**src/tsd_pkg.sv**
```systemverilog
/*
 tsd_pkg: constants, offsets, codes and state type of the trigger source and
 delay block. Assumes a 40 MHz system clock and the plain register port.
*/
`default_nettype none
package tsd_pkg;
   // ------------------------------------------------------------
   // timebase
   // ------------------------------------------------------------
   localparam int CLK_MHZ  = 40;
   localparam int TICK_US  = 100;
   localparam int TICK_CYC = CLK_MHZ * TICK_US;
   localparam int DIV_W    = 12;
   localparam int DLY_W    = 26;
   localparam int CNT_W    = 16;
   // ------------------------------------------------------------
   // automatic delays in microseconds, the delay limit in seconds, and their tick counts
   // ------------------------------------------------------------
   localparam int DC_LONG_US  = 1500;
   localparam int DC_SHORT_US = 1000;
   localparam int RES_MID_US  = 10000;
   localparam int RES_HI_US   = 100000;
   localparam int AC_SLOW_US  = 7000000;
   localparam int AC_MED_US   = 1000000;
   localparam int AC_FAST_US  = 600000;
   localparam int FREQ_US     = 1000000;
   localparam int DLY_MAX_S   = 3600;
   localparam logic [DLY_W-1:0] DC_LONG_T  = DLY_W'(DC_LONG_US / TICK_US);
   localparam logic [DLY_W-1:0] DC_SHORT_T = DLY_W'(DC_SHORT_US / TICK_US);
   localparam logic [DLY_W-1:0] RES_MID_T  = DLY_W'(RES_MID_US / TICK_US);
   localparam logic [DLY_W-1:0] RES_HI_T   = DLY_W'(RES_HI_US / TICK_US);
   localparam logic [DLY_W-1:0] AC_SLOW_T  = DLY_W'(AC_SLOW_US / TICK_US);
   localparam logic [DLY_W-1:0] AC_MED_T   = DLY_W'(AC_MED_US / TICK_US);
   localparam logic [DLY_W-1:0] AC_FAST_T  = DLY_W'(AC_FAST_US / TICK_US);
   localparam logic [DLY_W-1:0] FREQ_T     = DLY_W'(FREQ_US / TICK_US);
   localparam logic [DLY_W-1:0] DLY_MAX_T  = DLY_W'(DLY_MAX_S * (1000000 / TICK_US));
   // ------------------------------------------------------------
   // register offsets
   // ------------------------------------------------------------
   localparam logic [7:0] OFS_AUTO   = 8'h00;
   localparam logic [7:0] OFS_SRC    = 8'h04;
   localparam logic [7:0] OFS_DLY    = 8'h08;
   localparam logic [7:0] OFS_TCNT   = 8'h0C;
   localparam logic [7:0] OFS_SCNT   = 8'h10;
   localparam logic [7:0] OFS_MCFG   = 8'h14;
   localparam logic [7:0] OFS_CMD    = 8'h18;
   localparam logic [7:0] OFS_STAT   = 8'h1C;
   // ------------------------------------------------------------
   // fields, codes, reset values
   // ------------------------------------------------------------
   localparam int CMD_ARM   = 0;
   localparam int CMD_BUS   = 1;
   localparam int CMD_CFG   = 2;
   localparam int CMD_MEAS  = 3;
   localparam int CMD_ARMRD = 4;
   localparam int CMD_ABORT = 5;
   localparam int STA_IGN   = 3;
   localparam logic [3:0] SRC_BUS = 4'h8;
   localparam logic [3:0] SRC_EXT = 4'h9;
   localparam logic [3:0] SRC_IMM = 4'hA;
   localparam logic [2:0] FN_DCV  = 3'h0;
   localparam logic [2:0] FN_DCI  = 3'h1;
   localparam logic [2:0] FN_RES2 = 3'h2;
   localparam logic [2:0] FN_RES4 = 3'h3;
   localparam logic [2:0] FN_ACV  = 3'h4;
   localparam logic [2:0] FN_ACI  = 3'h5;
   localparam logic [2:0] RNG_1M  = 3'h4;
   localparam logic [1:0] FLT_SLOW = 2'h0;
   localparam logic [1:0] FLT_MED  = 2'h1;
   localparam logic [CNT_W-1:0] TRIG_MAX = 16'hC350;
   localparam logic [CNT_W-1:0] CNT_RST  = 16'h0001;
   localparam logic             AUTO_RST = 1'b1;
   typedef enum logic [1:0] {ST_IDLE, ST_WAIT, ST_DELAY, ST_MEAS} tsd_state_type;
endpackage
`default_nettype wire

```
**src/tsd_timer_if.sv**
```systemverilog
/*
 tsd_timer_if: start, length and completion of one delay between the
 trigger controller and its delay timer. Both ends share one clock.
*/
`timescale 1ns/1ps
`default_nettype none
interface tsd_timer_if;
   logic                    start;
   logic [tsd_pkg::DLY_W-1:0] ticks;
   logic                    done;
   logic                    busy;
   modport ctl (output start, output ticks, input done, input busy);
   modport tmr (input start, input ticks, output done, output busy);
endinterface
`default_nettype wire

```
**src/tsd_delay_timer.sv**
```systemverilog
/*
 tsd_delay_timer: counts a delay in 100 us ticks made by a divider from the
 system clock. Assumes start is a one-cycle pulse with ticks valid beside it.
*/
`timescale 1ns/1ps
`default_nettype none
module tsd_delay_timer (
   // clock and reset
   input  wire logic  clock,
   input  wire logic  arst_n,
   // delay request
   tsd_timer_if.tmr   tif
);
   typedef struct packed {
      logic [tsd_pkg::DIV_W-1:0] div;
      logic [tsd_pkg::DLY_W-1:0] cnt;
      logic                      busy;
      logic                      done;
   } tsd_tmr_type;

   tsd_tmr_type r_reg;
   tsd_tmr_type r_next;
   logic        tick;

   assign tick     = (r_reg.div == tsd_pkg::DIV_W'(tsd_pkg::TICK_CYC - 1));
   assign tif.done = r_reg.done;
   assign tif.busy = r_reg.busy;

   always_comb begin
      r_next      = r_reg;
      r_next.done = 1'b0;
      if (r_reg.busy) begin
         r_next.div = tick ? '0 : r_reg.div + 1'b1;
      end
      // a fresh start restarts the divider so the first tick is whole
      if (tif.start) begin
         r_next.busy = 1'b1;
         r_next.cnt  = tif.ticks;
         r_next.div  = '0;
      end else if (r_reg.busy) begin
         if (r_reg.cnt == '0) begin
            r_next.busy = 1'b0;
            r_next.done = 1'b1;
         end else if (tick) begin
            r_next.cnt = r_reg.cnt - 1'b1;
         end
      end
   end

   always_ff @(posedge clock or negedge arst_n) begin
      if (!arst_n) begin
         r_reg <= '0;
      end else begin
         r_reg <= r_next;
      end
   end
endmodule
`default_nettype wire

```
**src/tsd_trigger_ctrl.sv**
```systemverilog
/*
 tsd_trigger_ctrl: trigger source selection, arming, trigger counting and
 trigger-to-measurement delay, manual or automatic. Assumes a measurement
 engine that answers each start pulse with a done pulse, and a register
 master that keeps strobes one cycle long and never both at once.
*/
// The address-and-strobe port and the placing of the registers are this design's own decisions.
`timescale 1ns/1ps
`default_nettype none
module tsd_trigger_ctrl (
   // clock and reset
   input  wire logic        clock,
   input  wire logic        arst_n,
   // register port
   input  wire logic [7:0]  addr,
   input  wire logic [31:0] wr_data,
   input  wire logic        wr_en,
   input  wire logic        rd_en,
   output var  logic [31:0] rd_data,
   // trigger inputs
   input  wire logic        ext_trig,
   input  wire logic [7:0]  bp_trig,
   // measurement engine
   input  wire logic        meas_done,
   output var  logic        meas_start,
   output var  logic        waiting,
   output var  logic        trig_ignored
);
   typedef struct packed {
      tsd_pkg::tsd_state_type          st;
      logic                            auto_en;
      logic [3:0]                      src;
      logic [tsd_pkg::DLY_W-1:0]       dly;
      logic [tsd_pkg::CNT_W-1:0]       tcnt;
      logic [tsd_pkg::CNT_W-1:0]       scnt;
      logic [2:0]                      fn;
      logic [2:0]                      rng;
      logic                            lng;
      logic [1:0]                      flt;
      logic [tsd_pkg::CNT_W-1:0]       tleft;
      logic [tsd_pkg::CNT_W-1:0]       sleft;
      logic                            ign_flag;
      logic                            ign;
      logic                            mstart;
      logic                            tstart;
      logic                            wait_q;
      logic [tsd_pkg::DLY_W-1:0]       tticks;
      logic [31:0]                     rdata;
      logic [2:0]                      ext_s;
      logic [7:0]                      bp_s1;
      logic [7:0]                      bp_s2;
      logic [7:0]                      bp_s3;
   } tsd_ctrl_type;

   tsd_ctrl_type r_reg;
   tsd_ctrl_type r_next;
   tsd_timer_if  tif ();

   tsd_delay_timer u_timer (
      .clock  (clock),
      .arst_n (arst_n),
      .tif    (tif)
   );

   // ------------------------------------------------------------
   // automatic delay table
   // ------------------------------------------------------------
   function automatic logic [tsd_pkg::DLY_W-1:0] auto_ticks(
      input logic [2:0] fn,
      input logic [2:0] rng,
      input logic       lng,
      input logic [1:0] flt
   );
      logic [tsd_pkg::DLY_W-1:0] t;
      t = tsd_pkg::FREQ_T;
      case (fn)
         tsd_pkg::FN_DCV, tsd_pkg::FN_DCI: begin
            t = lng ? tsd_pkg::DC_LONG_T : tsd_pkg::DC_SHORT_T;
         end
         tsd_pkg::FN_RES2, tsd_pkg::FN_RES4: begin
            if (rng < tsd_pkg::RNG_1M) begin
               t = lng ? tsd_pkg::DC_LONG_T : tsd_pkg::DC_SHORT_T;
            end else if (rng == tsd_pkg::RNG_1M) begin
               t = lng ? tsd_pkg::DC_LONG_T : tsd_pkg::RES_MID_T;
            end else begin
               t = tsd_pkg::RES_HI_T;
            end
         end
         tsd_pkg::FN_ACV, tsd_pkg::FN_ACI: begin
            case (flt)
               tsd_pkg::FLT_SLOW: t = tsd_pkg::AC_SLOW_T;
               tsd_pkg::FLT_MED:  t = tsd_pkg::AC_MED_T;
               default:           t = tsd_pkg::AC_FAST_T;
            endcase
         end
         default: t = tsd_pkg::FREQ_T;
      endcase
      return t;
   endfunction

   // ------------------------------------------------------------
   // control
   // ------------------------------------------------------------
   logic                      wr_cmd;
   logic                      bus_trg;
   logic                      hit;
   logic                      arm;
   logic [tsd_pkg::DLY_W-1:0] cur_dly;

   assign wr_cmd  = wr_en && (addr == tsd_pkg::OFS_CMD);
   assign bus_trg = wr_cmd && wr_data[tsd_pkg::CMD_BUS];
   assign cur_dly = r_reg.auto_en ? auto_ticks(r_reg.fn, r_reg.rng, r_reg.lng, r_reg.flt)
                                  : r_reg.dly;

   always_comb begin
      r_next        = r_reg;
      r_next.mstart = 1'b0;
      r_next.tstart = 1'b0;
      r_next.ign    = 1'b0;
      r_next.rdata  = '0;
      // sync stage one feeds stage two only
      r_next.ext_s  = {r_reg.ext_s[1:0], ext_trig};
      r_next.bp_s1  = bp_trig;
      r_next.bp_s2  = r_reg.bp_s1;
      r_next.bp_s3  = r_reg.bp_s2;

      // only the selected source is looked at
      case (r_reg.src)
         tsd_pkg::SRC_BUS: hit = bus_trg;
         tsd_pkg::SRC_EXT: hit = r_reg.ext_s[2] & ~r_reg.ext_s[1];
         tsd_pkg::SRC_IMM: hit = 1'b1;
         default: hit = r_reg.bp_s3[r_reg.src[2:0]] & ~r_reg.bp_s2[r_reg.src[2:0]];
      endcase

      // register writes
      if (wr_en) begin
         case (addr)
            tsd_pkg::OFS_AUTO: begin
               if (wr_data[31:1] == '0) begin
                  r_next.auto_en = wr_data[0];
               end
            end
            tsd_pkg::OFS_SRC: begin
               // selecting a source never arms
               if (wr_data[31:4] == '0 && wr_data[3:0] <= tsd_pkg::SRC_IMM) begin
                  r_next.src = wr_data[3:0];
               end
            end
            tsd_pkg::OFS_DLY: begin
               r_next.auto_en = 1'b0;
               r_next.dly = (wr_data > 32'(tsd_pkg::DLY_MAX_T)) ? tsd_pkg::DLY_MAX_T
                                                               : wr_data[tsd_pkg::DLY_W-1:0];
            end
            tsd_pkg::OFS_TCNT: begin
               if (wr_data == '0) begin
                  r_next.tcnt = tsd_pkg::CNT_RST;
               end else if (wr_data > 32'(tsd_pkg::TRIG_MAX)) begin
                  r_next.tcnt = tsd_pkg::TRIG_MAX;
               end else begin
                  r_next.tcnt = wr_data[tsd_pkg::CNT_W-1:0];
               end
            end
            tsd_pkg::OFS_SCNT: begin
               r_next.scnt = (wr_data[15:0] == '0) ? tsd_pkg::CNT_RST : wr_data[15:0];
            end
            tsd_pkg::OFS_MCFG: begin
               r_next.fn  = wr_data[2:0];
               r_next.rng = wr_data[6:4];
               r_next.lng = wr_data[8];
               r_next.flt = wr_data[13:12];
            end
            tsd_pkg::OFS_CMD: begin
               if (wr_data[tsd_pkg::CMD_CFG] || wr_data[tsd_pkg::CMD_MEAS]) begin
                  r_next.src  = tsd_pkg::SRC_IMM;
                  r_next.tcnt = tsd_pkg::CNT_RST;
               end
            end
            default: ;
         endcase
      end

      // bus trigger outside the wait state is dropped and flagged
      if (bus_trg && r_reg.st != tsd_pkg::ST_WAIT) begin
         r_next.ign = 1'b1;
      end
      // set wins over a same-cycle clear
      if (wr_en && addr == tsd_pkg::OFS_STAT && wr_data[tsd_pkg::STA_IGN]) begin
         r_next.ign_flag = 1'b0;
      end
      if (r_next.ign) begin
         r_next.ign_flag = 1'b1;
      end

      arm = wr_cmd && (wr_data[tsd_pkg::CMD_ARM] || wr_data[tsd_pkg::CMD_ARMRD]
                       || wr_data[tsd_pkg::CMD_MEAS]);

      // ------------------------------------------------------------
      // sequence
      // ------------------------------------------------------------
      case (r_reg.st)
         tsd_pkg::ST_IDLE: begin
            if (arm) begin
               r_next.st    = tsd_pkg::ST_WAIT;
               r_next.tleft = r_next.tcnt;
               r_next.sleft = r_reg.scnt;
            end
         end
         tsd_pkg::ST_WAIT: begin
            if (hit) begin
               r_next.st     = tsd_pkg::ST_DELAY;
               r_next.tstart = 1'b1;
               r_next.tticks = cur_dly;
            end
         end
         tsd_pkg::ST_DELAY: begin
            if (tif.done) begin
               r_next.st     = tsd_pkg::ST_MEAS;
               r_next.mstart = 1'b1;
            end
         end
         tsd_pkg::ST_MEAS: begin
            if (meas_done) begin
               if (r_reg.sleft > 16'h0001) begin
                  r_next.sleft  = r_reg.sleft - 1'b1;
                  r_next.st     = tsd_pkg::ST_DELAY;
                  r_next.tstart = 1'b1;
                  r_next.tticks = cur_dly;
               end else if (r_reg.tleft > 16'h0001) begin
                  r_next.tleft = r_reg.tleft - 1'b1;
                  r_next.sleft = r_reg.scnt;
                  r_next.st    = tsd_pkg::ST_WAIT;
               end else begin
                  r_next.st = tsd_pkg::ST_IDLE;
               end
            end
         end
         default: r_next.st = tsd_pkg::ST_IDLE;
      endcase

      // abort overrides the state and both start pulses; a delay in flight finishes unseen
      if (wr_cmd && wr_data[tsd_pkg::CMD_ABORT]) begin
         r_next.st     = tsd_pkg::ST_IDLE;
         r_next.mstart = 1'b0;
         r_next.tstart = 1'b0;
      end

      // waiting leaves a flop, in step with the state
      r_next.wait_q = (r_next.st == tsd_pkg::ST_WAIT);

      // reads: answer one cycle later, zero for unmapped offsets
      if (rd_en) begin
         case (addr)
            tsd_pkg::OFS_AUTO: r_next.rdata = {31'h0000_0000, r_reg.auto_en};
            tsd_pkg::OFS_SRC:  r_next.rdata = {28'h000_0000, r_reg.src};
            tsd_pkg::OFS_DLY:  r_next.rdata = {6'h00, r_reg.dly};
            tsd_pkg::OFS_TCNT: r_next.rdata = {16'h0000, r_reg.tcnt};
            tsd_pkg::OFS_SCNT: r_next.rdata = {16'h0000, r_reg.scnt};
            tsd_pkg::OFS_MCFG: r_next.rdata = {18'h0_0000, r_reg.flt, 3'h0, r_reg.lng,
                                               1'b0, r_reg.rng, 1'b0, r_reg.fn};
            tsd_pkg::OFS_STAT: r_next.rdata = {r_reg.tleft, 12'h000, r_reg.ign_flag,
                                               r_reg.st == tsd_pkg::ST_MEAS,
                                               r_reg.st == tsd_pkg::ST_DELAY,
                                               r_reg.st == tsd_pkg::ST_WAIT};
            default:           r_next.rdata = '0;
         endcase
      end
   end

   always_ff @(posedge clock or negedge arst_n) begin
      if (!arst_n) begin
         r_reg         <= '0;
         r_reg.st      <= tsd_pkg::ST_IDLE;
         r_reg.auto_en <= tsd_pkg::AUTO_RST;
         r_reg.src     <= tsd_pkg::SRC_IMM;
         r_reg.tcnt    <= tsd_pkg::CNT_RST;
         r_reg.scnt    <= tsd_pkg::CNT_RST;
         r_reg.ext_s   <= 3'h7;
         r_reg.bp_s1   <= 8'hFF;
         r_reg.bp_s2   <= 8'hFF;
         r_reg.bp_s3   <= 8'hFF;
      end else begin
         r_reg <= r_next;
      end
   end

   // ------------------------------------------------------------
   // outputs
   // ------------------------------------------------------------
   assign tif.start    = r_reg.tstart;
   assign tif.ticks    = r_reg.tticks;
   assign rd_data      = r_reg.rdata;
   assign meas_start   = r_reg.mstart;
   assign waiting      = r_reg.wait_q;
   assign trig_ignored = r_reg.ign;
endmodule
`default_nettype wire

```
**config.mk**
```make
export PLATFORM = sky130hd
export DESIGN_NAME = tsd_trigger_ctrl
export DESIGN_NICKNAME = d
export VERILOG_FILES = /design/src/tsd_pkg.sv /design/src/tsd_timer_if.sv /design/src/tsd_delay_timer.sv /design/src/tsd_trigger_ctrl.sv
export SDC_FILE = /design/constraint.sdc
export NUM_CORES = 1
export LEC_CHECK = 0
export BUFFER_PORTS_ARGS = -buffer_cell sky130_fd_sc_hd__buf_2
export CAP_MARGIN = 20
export CORE_UTILIZATION = 45
export DETAILED_ROUTE_END_ITERATION = 8
export PLACE_DENSITY = 0.71
export SLEW_MARGIN = 10
export SYNTH_ARGS = -nofsm -noshare
export SYNTH_HDL_FRONTEND = slang
export SYNTH_HIERARCHICAL = 1
export SYNTH_SLANG_ARGS = --single-unit
```
**constraint.sdc**
```tcl
create_clock -name clock -period 2.8 [get_ports clock]
set_input_delay 0.42 -clock clock [delete_from_list [all_inputs] [get_ports clock]]
set_output_delay 0.42 -clock clock [all_outputs]
set_load 0.03 [all_outputs]
```
== Yosys cells after proc, flatten, opt, wreduce, memory -nomap -nowiden ==
Cells that the tools add are included.
Word-level totals
  logic and storage cells: 180
  output and inout port bits: 35
  bits of input ports: 54
  register bits: 236
Cells by class
  $lt $le $gt $ge: 7
  add/subtract/negate cells: 4
  equal/unequal tests: 34
  reduce and logical (&&, ||, !) cells: 39
  bitwise gates (word level): 4
  muxes and demuxes: 65
Operator list (number)
  32-bit one-hot mux with 7 select lines: 1
  26-bit two-way mux: 7
  32-bit two-way mux: 4
  16-bit two-way mux: 7
  32-bit one-hot mux with 2 select lines: 1
  26-bit one-hot mux with 2 select lines: 1
  17-bit one-hot mux with 3 select lines: 1
  41-bit two-way mux: 1
  12-bit two-way mux: 3
  17-bit one-hot mux with 2 select lines: 1
  8-bit by 5-bit == test with 1-bit output, second input constant: 4
  16-bit by 1-bit > comparator with 1-bit output, second input constant: 2
  32-bit by 16-bit > comparator with 1-bit output, second input constant: 1
  32-bit by 26-bit > comparator with 1-bit output, second input constant: 1
  32-bit logical NOT: 1
  16-bit one-hot mux with 2 select lines: 1
  16-bit by 1-bit subtractor with 16-bit output, second input constant: 2
  31-bit logical NOT: 1
  28-bit logical NOT: 1
  28-bit two-way mux: 1
  27-bit two-way mux: 1
  26-bit logical NOT: 1
  26-bit by 1-bit subtractor with 26-bit output, second input constant: 1
  10-bit two-way mux: 2
  41 further kinds: 106

== Longest topological paths before layout ==
  depth in word-level cells: 9
  depth in mapped cells: 10
  gate-level depth less buffers: 8

== Cells and area by module ==
The synthesis kept the hierarchy.
Modules (own cells, without submodules)
  tsd_trigger_ctrl: seq. area each 4944.7 sq um, instances 1, cells each 929, area each 9360.2 sq um
  tsd_delay_timer: seq. area each 1001.0 sq um, instances 1, cells each 272, area each 2433.6 sq um

== Worst setup path before layout ==
OpenSTA, ideal clock, no wires.
  path type: input to register
  from: input port wr_en
  to: register r_reg, in the netlist tif.ticks[10]
  path slack: 0.385 ns
  library setup time: 0.125 ns
  stages on the path: 8
  arrival: 2.291 ns
  path buffers: 2
  data required time: 2.675 ns
  path through: buf_2 and4bb_2 nand3_2 o41a_1 o221a_2 o22ai_4 buf_6 mux2_2
On the way
  longest elaborated chain between the ends: 5
RTL lines
  from (decl): RTL line tsd_trigger_ctrl.sv:17  | input wire logic wr_en,
  1-bit logical AND: RTL line tsd_trigger_ctrl.sv:110  | assign wr_cmd = wr_en && (addr == tsd_pkg::OFS_CMD);
  1-bit logical AND: RTL line tsd_trigger_ctrl.sv:111  | assign bus_trg = wr_cmd && wr_data[tsd_pkg::CMD_BUS];
  1-bit one-hot mux with 3 select lines: RTL line tsd_trigger_ctrl.sv:128  | case (r_reg.src)
  2-bit != test (no line)
  4-bit AND reduction (no line)
  to (signal assigned): RTL line tsd_trigger_ctrl.sv:282  | r_reg <= r_next;
  to (decl): RTL line tsd_trigger_ctrl.sv:55  | tsd_ctrl_type r_reg;
No other way between the ends.
A chain may end at the register's enable or synchronous reset.

== Worst setup path in the final report ==
  from: register r_reg[99] (netlist bit)
  to: register r_reg[114] (netlist bit)
On the way
  longest elaborated chain between the ends: 3
RTL lines
  16-bit by 1-bit > comparator with 1-bit output: RTL line tsd_trigger_ctrl.sv:223  | if (r_reg.sleft > 16'h0001) begin
  2-bit != test (no line)
  5-bit AND reduction (no line)
No other way between the ends.

==> flow_summary.yaml <==
critical_path:
  criticalPathCategory: "reg -> reg"
  cp_data_required_time_ns: 3.21
  crit_path_max_fanout: 9
  startpoint_type: "register"
  worst-endpoint-arrival_ns: 2.97
  regToRegSetupSlack_ns: 0.24
  critPathCaptureType: "register"
floorplan:
  floorplan.io_pins: 89
  design.core.area_um2: 25500
  floorplan.die.height_um: 164
  die_w_um: 164
  core.rowCount: 58
  starting_density_pct: 46.3
  full_die_area_um2: 26900
logic_synthesis:
  ys_seq_elements: 236
  synth.distinct_cells: 83
  synthArstFlopShare_pct: 100
  synth_most_common_cell: "sky130_fd_sc_hd__dfrtp_1"
  yosysWarnings: 6
  synth_top_flop_cell: "sky130_fd_sc_hd__dfrtp_1"
  synth.yosys.seq_area_share_pct: 50.4
  mean_instance_size_in_the_synthesized_netlist_um2: 9.82
  ys_top_cells_by_area: "sky130_fd_sc_hd__dfrtp_1, sky130_fd_sc_hd__dfstp_2, sky130_fd_sc_hd__mux2_2"
  netlist_top_cells_count: "sky130_fd_sc_hd__dfrtp_1, sky130_fd_sc_hd__nand2_1, sky130_fd_sc_hd__nor2_1, sky130_fd_sc_hd__a21oi_1, sky130_fd_sc_hd__o21ai_0"
  synth_enable_flop_cells: 0
  synth_largest_type_area_fraction_pct: 43.3
  netlist.top_cell.by_area: "sky130_fd_sc_hd__dfrtp_1"
  net_count_after_synthesis: 1261
  synthesis.instances: 1201
  mappedNetlistArea_um2: 11800
sta:
  worst_clock_skew_ns: 0.0146
  finalMaxSlewViolations: 0
  final.setup.tns_ns: 0
  grt_setup_unrepaired: "no"
  final.period_utilization_pct: 91.3
  finalWorstPathRequiredPeriod_ns: 2.56
  hold_viol: 0
  slew_worst_pin_ns: 0.878
  finalSetupViolCount: 0
  max_freq_mhz: 391
  relSlewSlack_pct: 41.3
layout:
  drive_above_1_share_pct: 23.5
  layout_area_overhead_pct: 15.0
  largest_register_ff_count: 116
  final_net_count: 1342
routing:
  remaining_drc_errors: 0
  drt_iter0_markers: 1073
  drt_wl_total_um: 33100
  routed_vias: 10100
  vias_per_cell: 6.16
  first_pass_iters: 6
  detail_route.wl_per_cell_um: 20.3
  route.antenna.remaining_nets: 0
global_route:
  grt_overflow_total: 0
  number_of_global_route_vias_before_repair: 9462
  initial_antenna_violation_count: 1
  pin_count_of_the_biggest_net_entering_global_routing: 79
  grt_use_total_pct: 24.9
  grt_pass1_wl_um: 52100
clock_network:
  cts_max_path_buffers: 3
  clk-insertion-delay-late_ns: 0.53
  clkSinkCount: 236
  ctsHtreeMaxLevel: 1
  clkTransAtPathRegs_ns: 0.06
  tritoncts: "built"
  cts_inserted_buffers: 26
  cts_root_buffer: "sky130_fd_sc_hd__clkbuf_16"
placed_design:
  gp_congestion: 0.936
  placement.io_buffers: 88
  post-dp-hpwl_um: 23400
pwr:
  clock_power_share_pct: 28.2
  cellPowerDensity_nw_per_um2: 869
  pwr-share-seq_pct: 37.2
  power_switching_mw: 4.39
  intPower_mw: 7.40
  comb_power_share_pct: 34.6
  max_ir_drop_vdd_uv: 497
  power.share.switching_pct: 37.2
  fin_total_pwr_mw: 11.8
  power.static_leakage_nw: 6.00
job:
  timing.max_cap.violations: 0
hold_path:
  hold_path.class: "in -> reg"
outcome:
  run_status: "finished clean"
[through the flow]
stage | cell area, um^2 | setup WS (ns) | util [%] | hold WS [ns] | cells
after floorplan | 11800 | 0.385 | - | 0.124 | 1201
after global placement | 12600 | 0.284 | 49.5 | 0.347 | 1574
after detailed placement | 12600 | 0.230 | 49.5 | 0.347 | 1574
after CTS | 13600 | 0.245 | 53.2 | 0.148 | 1632
after global routing | 13600 | 0.0915 | 53.3 | 0.155 | 1632
final | 13600 | 0.244 | 53.3 | 0.162 | 1633
[power groups by stage]
stage | Clock, mW | Sequential (mW) | Combinational, mW
after CTS | 3.38 | 4.36 | 4.01
after global routing | 3.53 | 4.44 | 4.44
final | 3.33 | 4.38 | 4.08
after global placement | 0 | 4.41 | 3.92
after detailed placement | 0 | 4.42 | 3.98
after floorplan | 0 | 4.27 | 2.85
[per-layer routing]
| layer | part of all wire [%] | up-vias | track usage (%) |
|---|---|---|---|
| met4 | 3.5 | 0 | 9.13 |
| met2 | 43 | 483 | 36.7 |
| met3 | 9.0 | 88 | 5.66 |
| met5 | 0 | - | 0 |
| li1 | - | 4561 | - |
| met1 | 44 | 4923 | 35.8 |
[cell usage in the layout, fill, tap and decap left out, types with 5 or more instances in the layout]
cell,instances
sky130_fd_sc_hd__nor2b_1,17
sky130_fd_sc_hd__dfrtp_1,204
sky130_fd_sc_hd__ha_1,6
sky130_fd_sc_hd__dlygate4sd3_1,10
sky130_fd_sc_hd__o32ai_1,5
sky130_fd_sc_hd__nand2b_1,9
sky130_fd_sc_hd__a222oi_1,8
sky130_fd_sc_hd__and3_1,15
sky130_fd_sc_hd__or3_1,9
sky130_fd_sc_hd__buf_2,87
sky130_fd_sc_hd__nor3_1,30
sky130_fd_sc_hd__clkinv_2,10
sky130_fd_sc_hd__o31ai_1,20
sky130_fd_sc_hd__a22oi_1,23
sky130_fd_sc_hd__buf_4,54
sky130_fd_sc_hd__dfstp_2,32
sky130_fd_sc_hd__inv_1,25
sky130_fd_sc_hd__nand4_1,8
sky130_fd_sc_hd__nand2_1,137
sky130_fd_sc_hd__and4_1,7
sky130_fd_sc_hd__mux2i_1,6
sky130_fd_sc_hd__o2bb2ai_1,5
sky130_fd_sc_hd__nor2_1,98
sky130_fd_sc_hd__and2_1,7
sky130_fd_sc_hd__clkbuf_16,27
sky130_fd_sc_hd__nand3_1,22
sky130_fd_sc_hd__a32oi_1,12
sky130_fd_sc_hd__o21ai_0,74
sky130_fd_sc_hd__nand3b_1,7
sky130_fd_sc_hd__o211ai_1,15
sky130_fd_sc_hd__nor4_1,24
sky130_fd_sc_hd__a21oi_1,95
sky130_fd_sc_hd__mux2_2,50
sky130_fd_sc_hd__a22o_1,15
sky130_fd_sc_hd__clkbuf_8,6
sky130_fd_sc_hd__or4_1,6
sky130_fd_sc_hd__nor3b_1,6
sky130_fd_sc_hd__a31oi_1,13
[worst paths after layout]
kind / startpoint / endpoint / cells after the start
setup / recovery: r_reg[99]$_DFFE_PN0P_ / r_reg[114]$_DFFE_PN0P_ / 6
hold / removal: wr_data[21] / r_reg[184]$_DFFE_PN0P_ / 3
setup reg to reg: r_reg[99]$_DFFE_PN0P_ / r_reg[114]$_DFFE_PN0P_ / 6
hold reg to reg: r_next[25]$_DFF_PN1_ / r_next[26]$_DFF_PN1_ / 0
max in group asynchronous: arst_n / r_next[6]$_DFF_PN1_ / 3
min in group asynchronous: arst_n / r_reg[94]$_DFFE_PN0P_ / 2
[final cells by class]
class / instances / area (um^2)
Tap cell: 330 / 413
Clock inverter: 14 / 80.1
Multi-Input combinational cell: 837 / 5230
Sequential cell: 236 / 5950
Inverter: 25 / 93.8
Antenna cell: 1 / 2.50
Timing Repair Buffer: 156 / 1040
Fill cell: 2243 / 11900
Clock buffer: 34 / 762
[cells by family (layout without fill, tap and decap cells)]
logic type,after synthesis,in the layout,share of synthesized area (%)
AOI/OAI and AO/OA,337,337,18.9
xor gates and xnor gates,7,7,0.520
adders and majority gates,6,6,0.637
buffers and inverters,128,229,5.47
DFF,236,236,50.4
muxes,56,56,5.28
other,0,1,0
and+or+nand+nor,431,431,18.7
[critical path: stages (launching register included)]
cell and delay (ns):
sky130_fd_sc_hd__dfrtp_1 0.41, sky130_fd_sc_hd__or3_4 0.42, sky130_fd_sc_hd__or3_1 0.46, sky130_fd_sc_hd__or3_4 0.45, sky130_fd_sc_hd__o21ai_4 0.29, sky130_fd_sc_hd__nand2_1 0.10
sky130_fd_sc_hd__a221o_1 0.30
[timing repair]
| action | CTS | global route |
|---|---|---|
| hold endpoints to repair | 80 | 0 |
| buffers inserted | 0 | 0 |
| hold buffers | 10 | 0 |
| gates resized for setup | 0 | 1 |
| setup endpoints to repair | 0 | 3 |
Note: power is estimated with default switching activity, not from simulation.
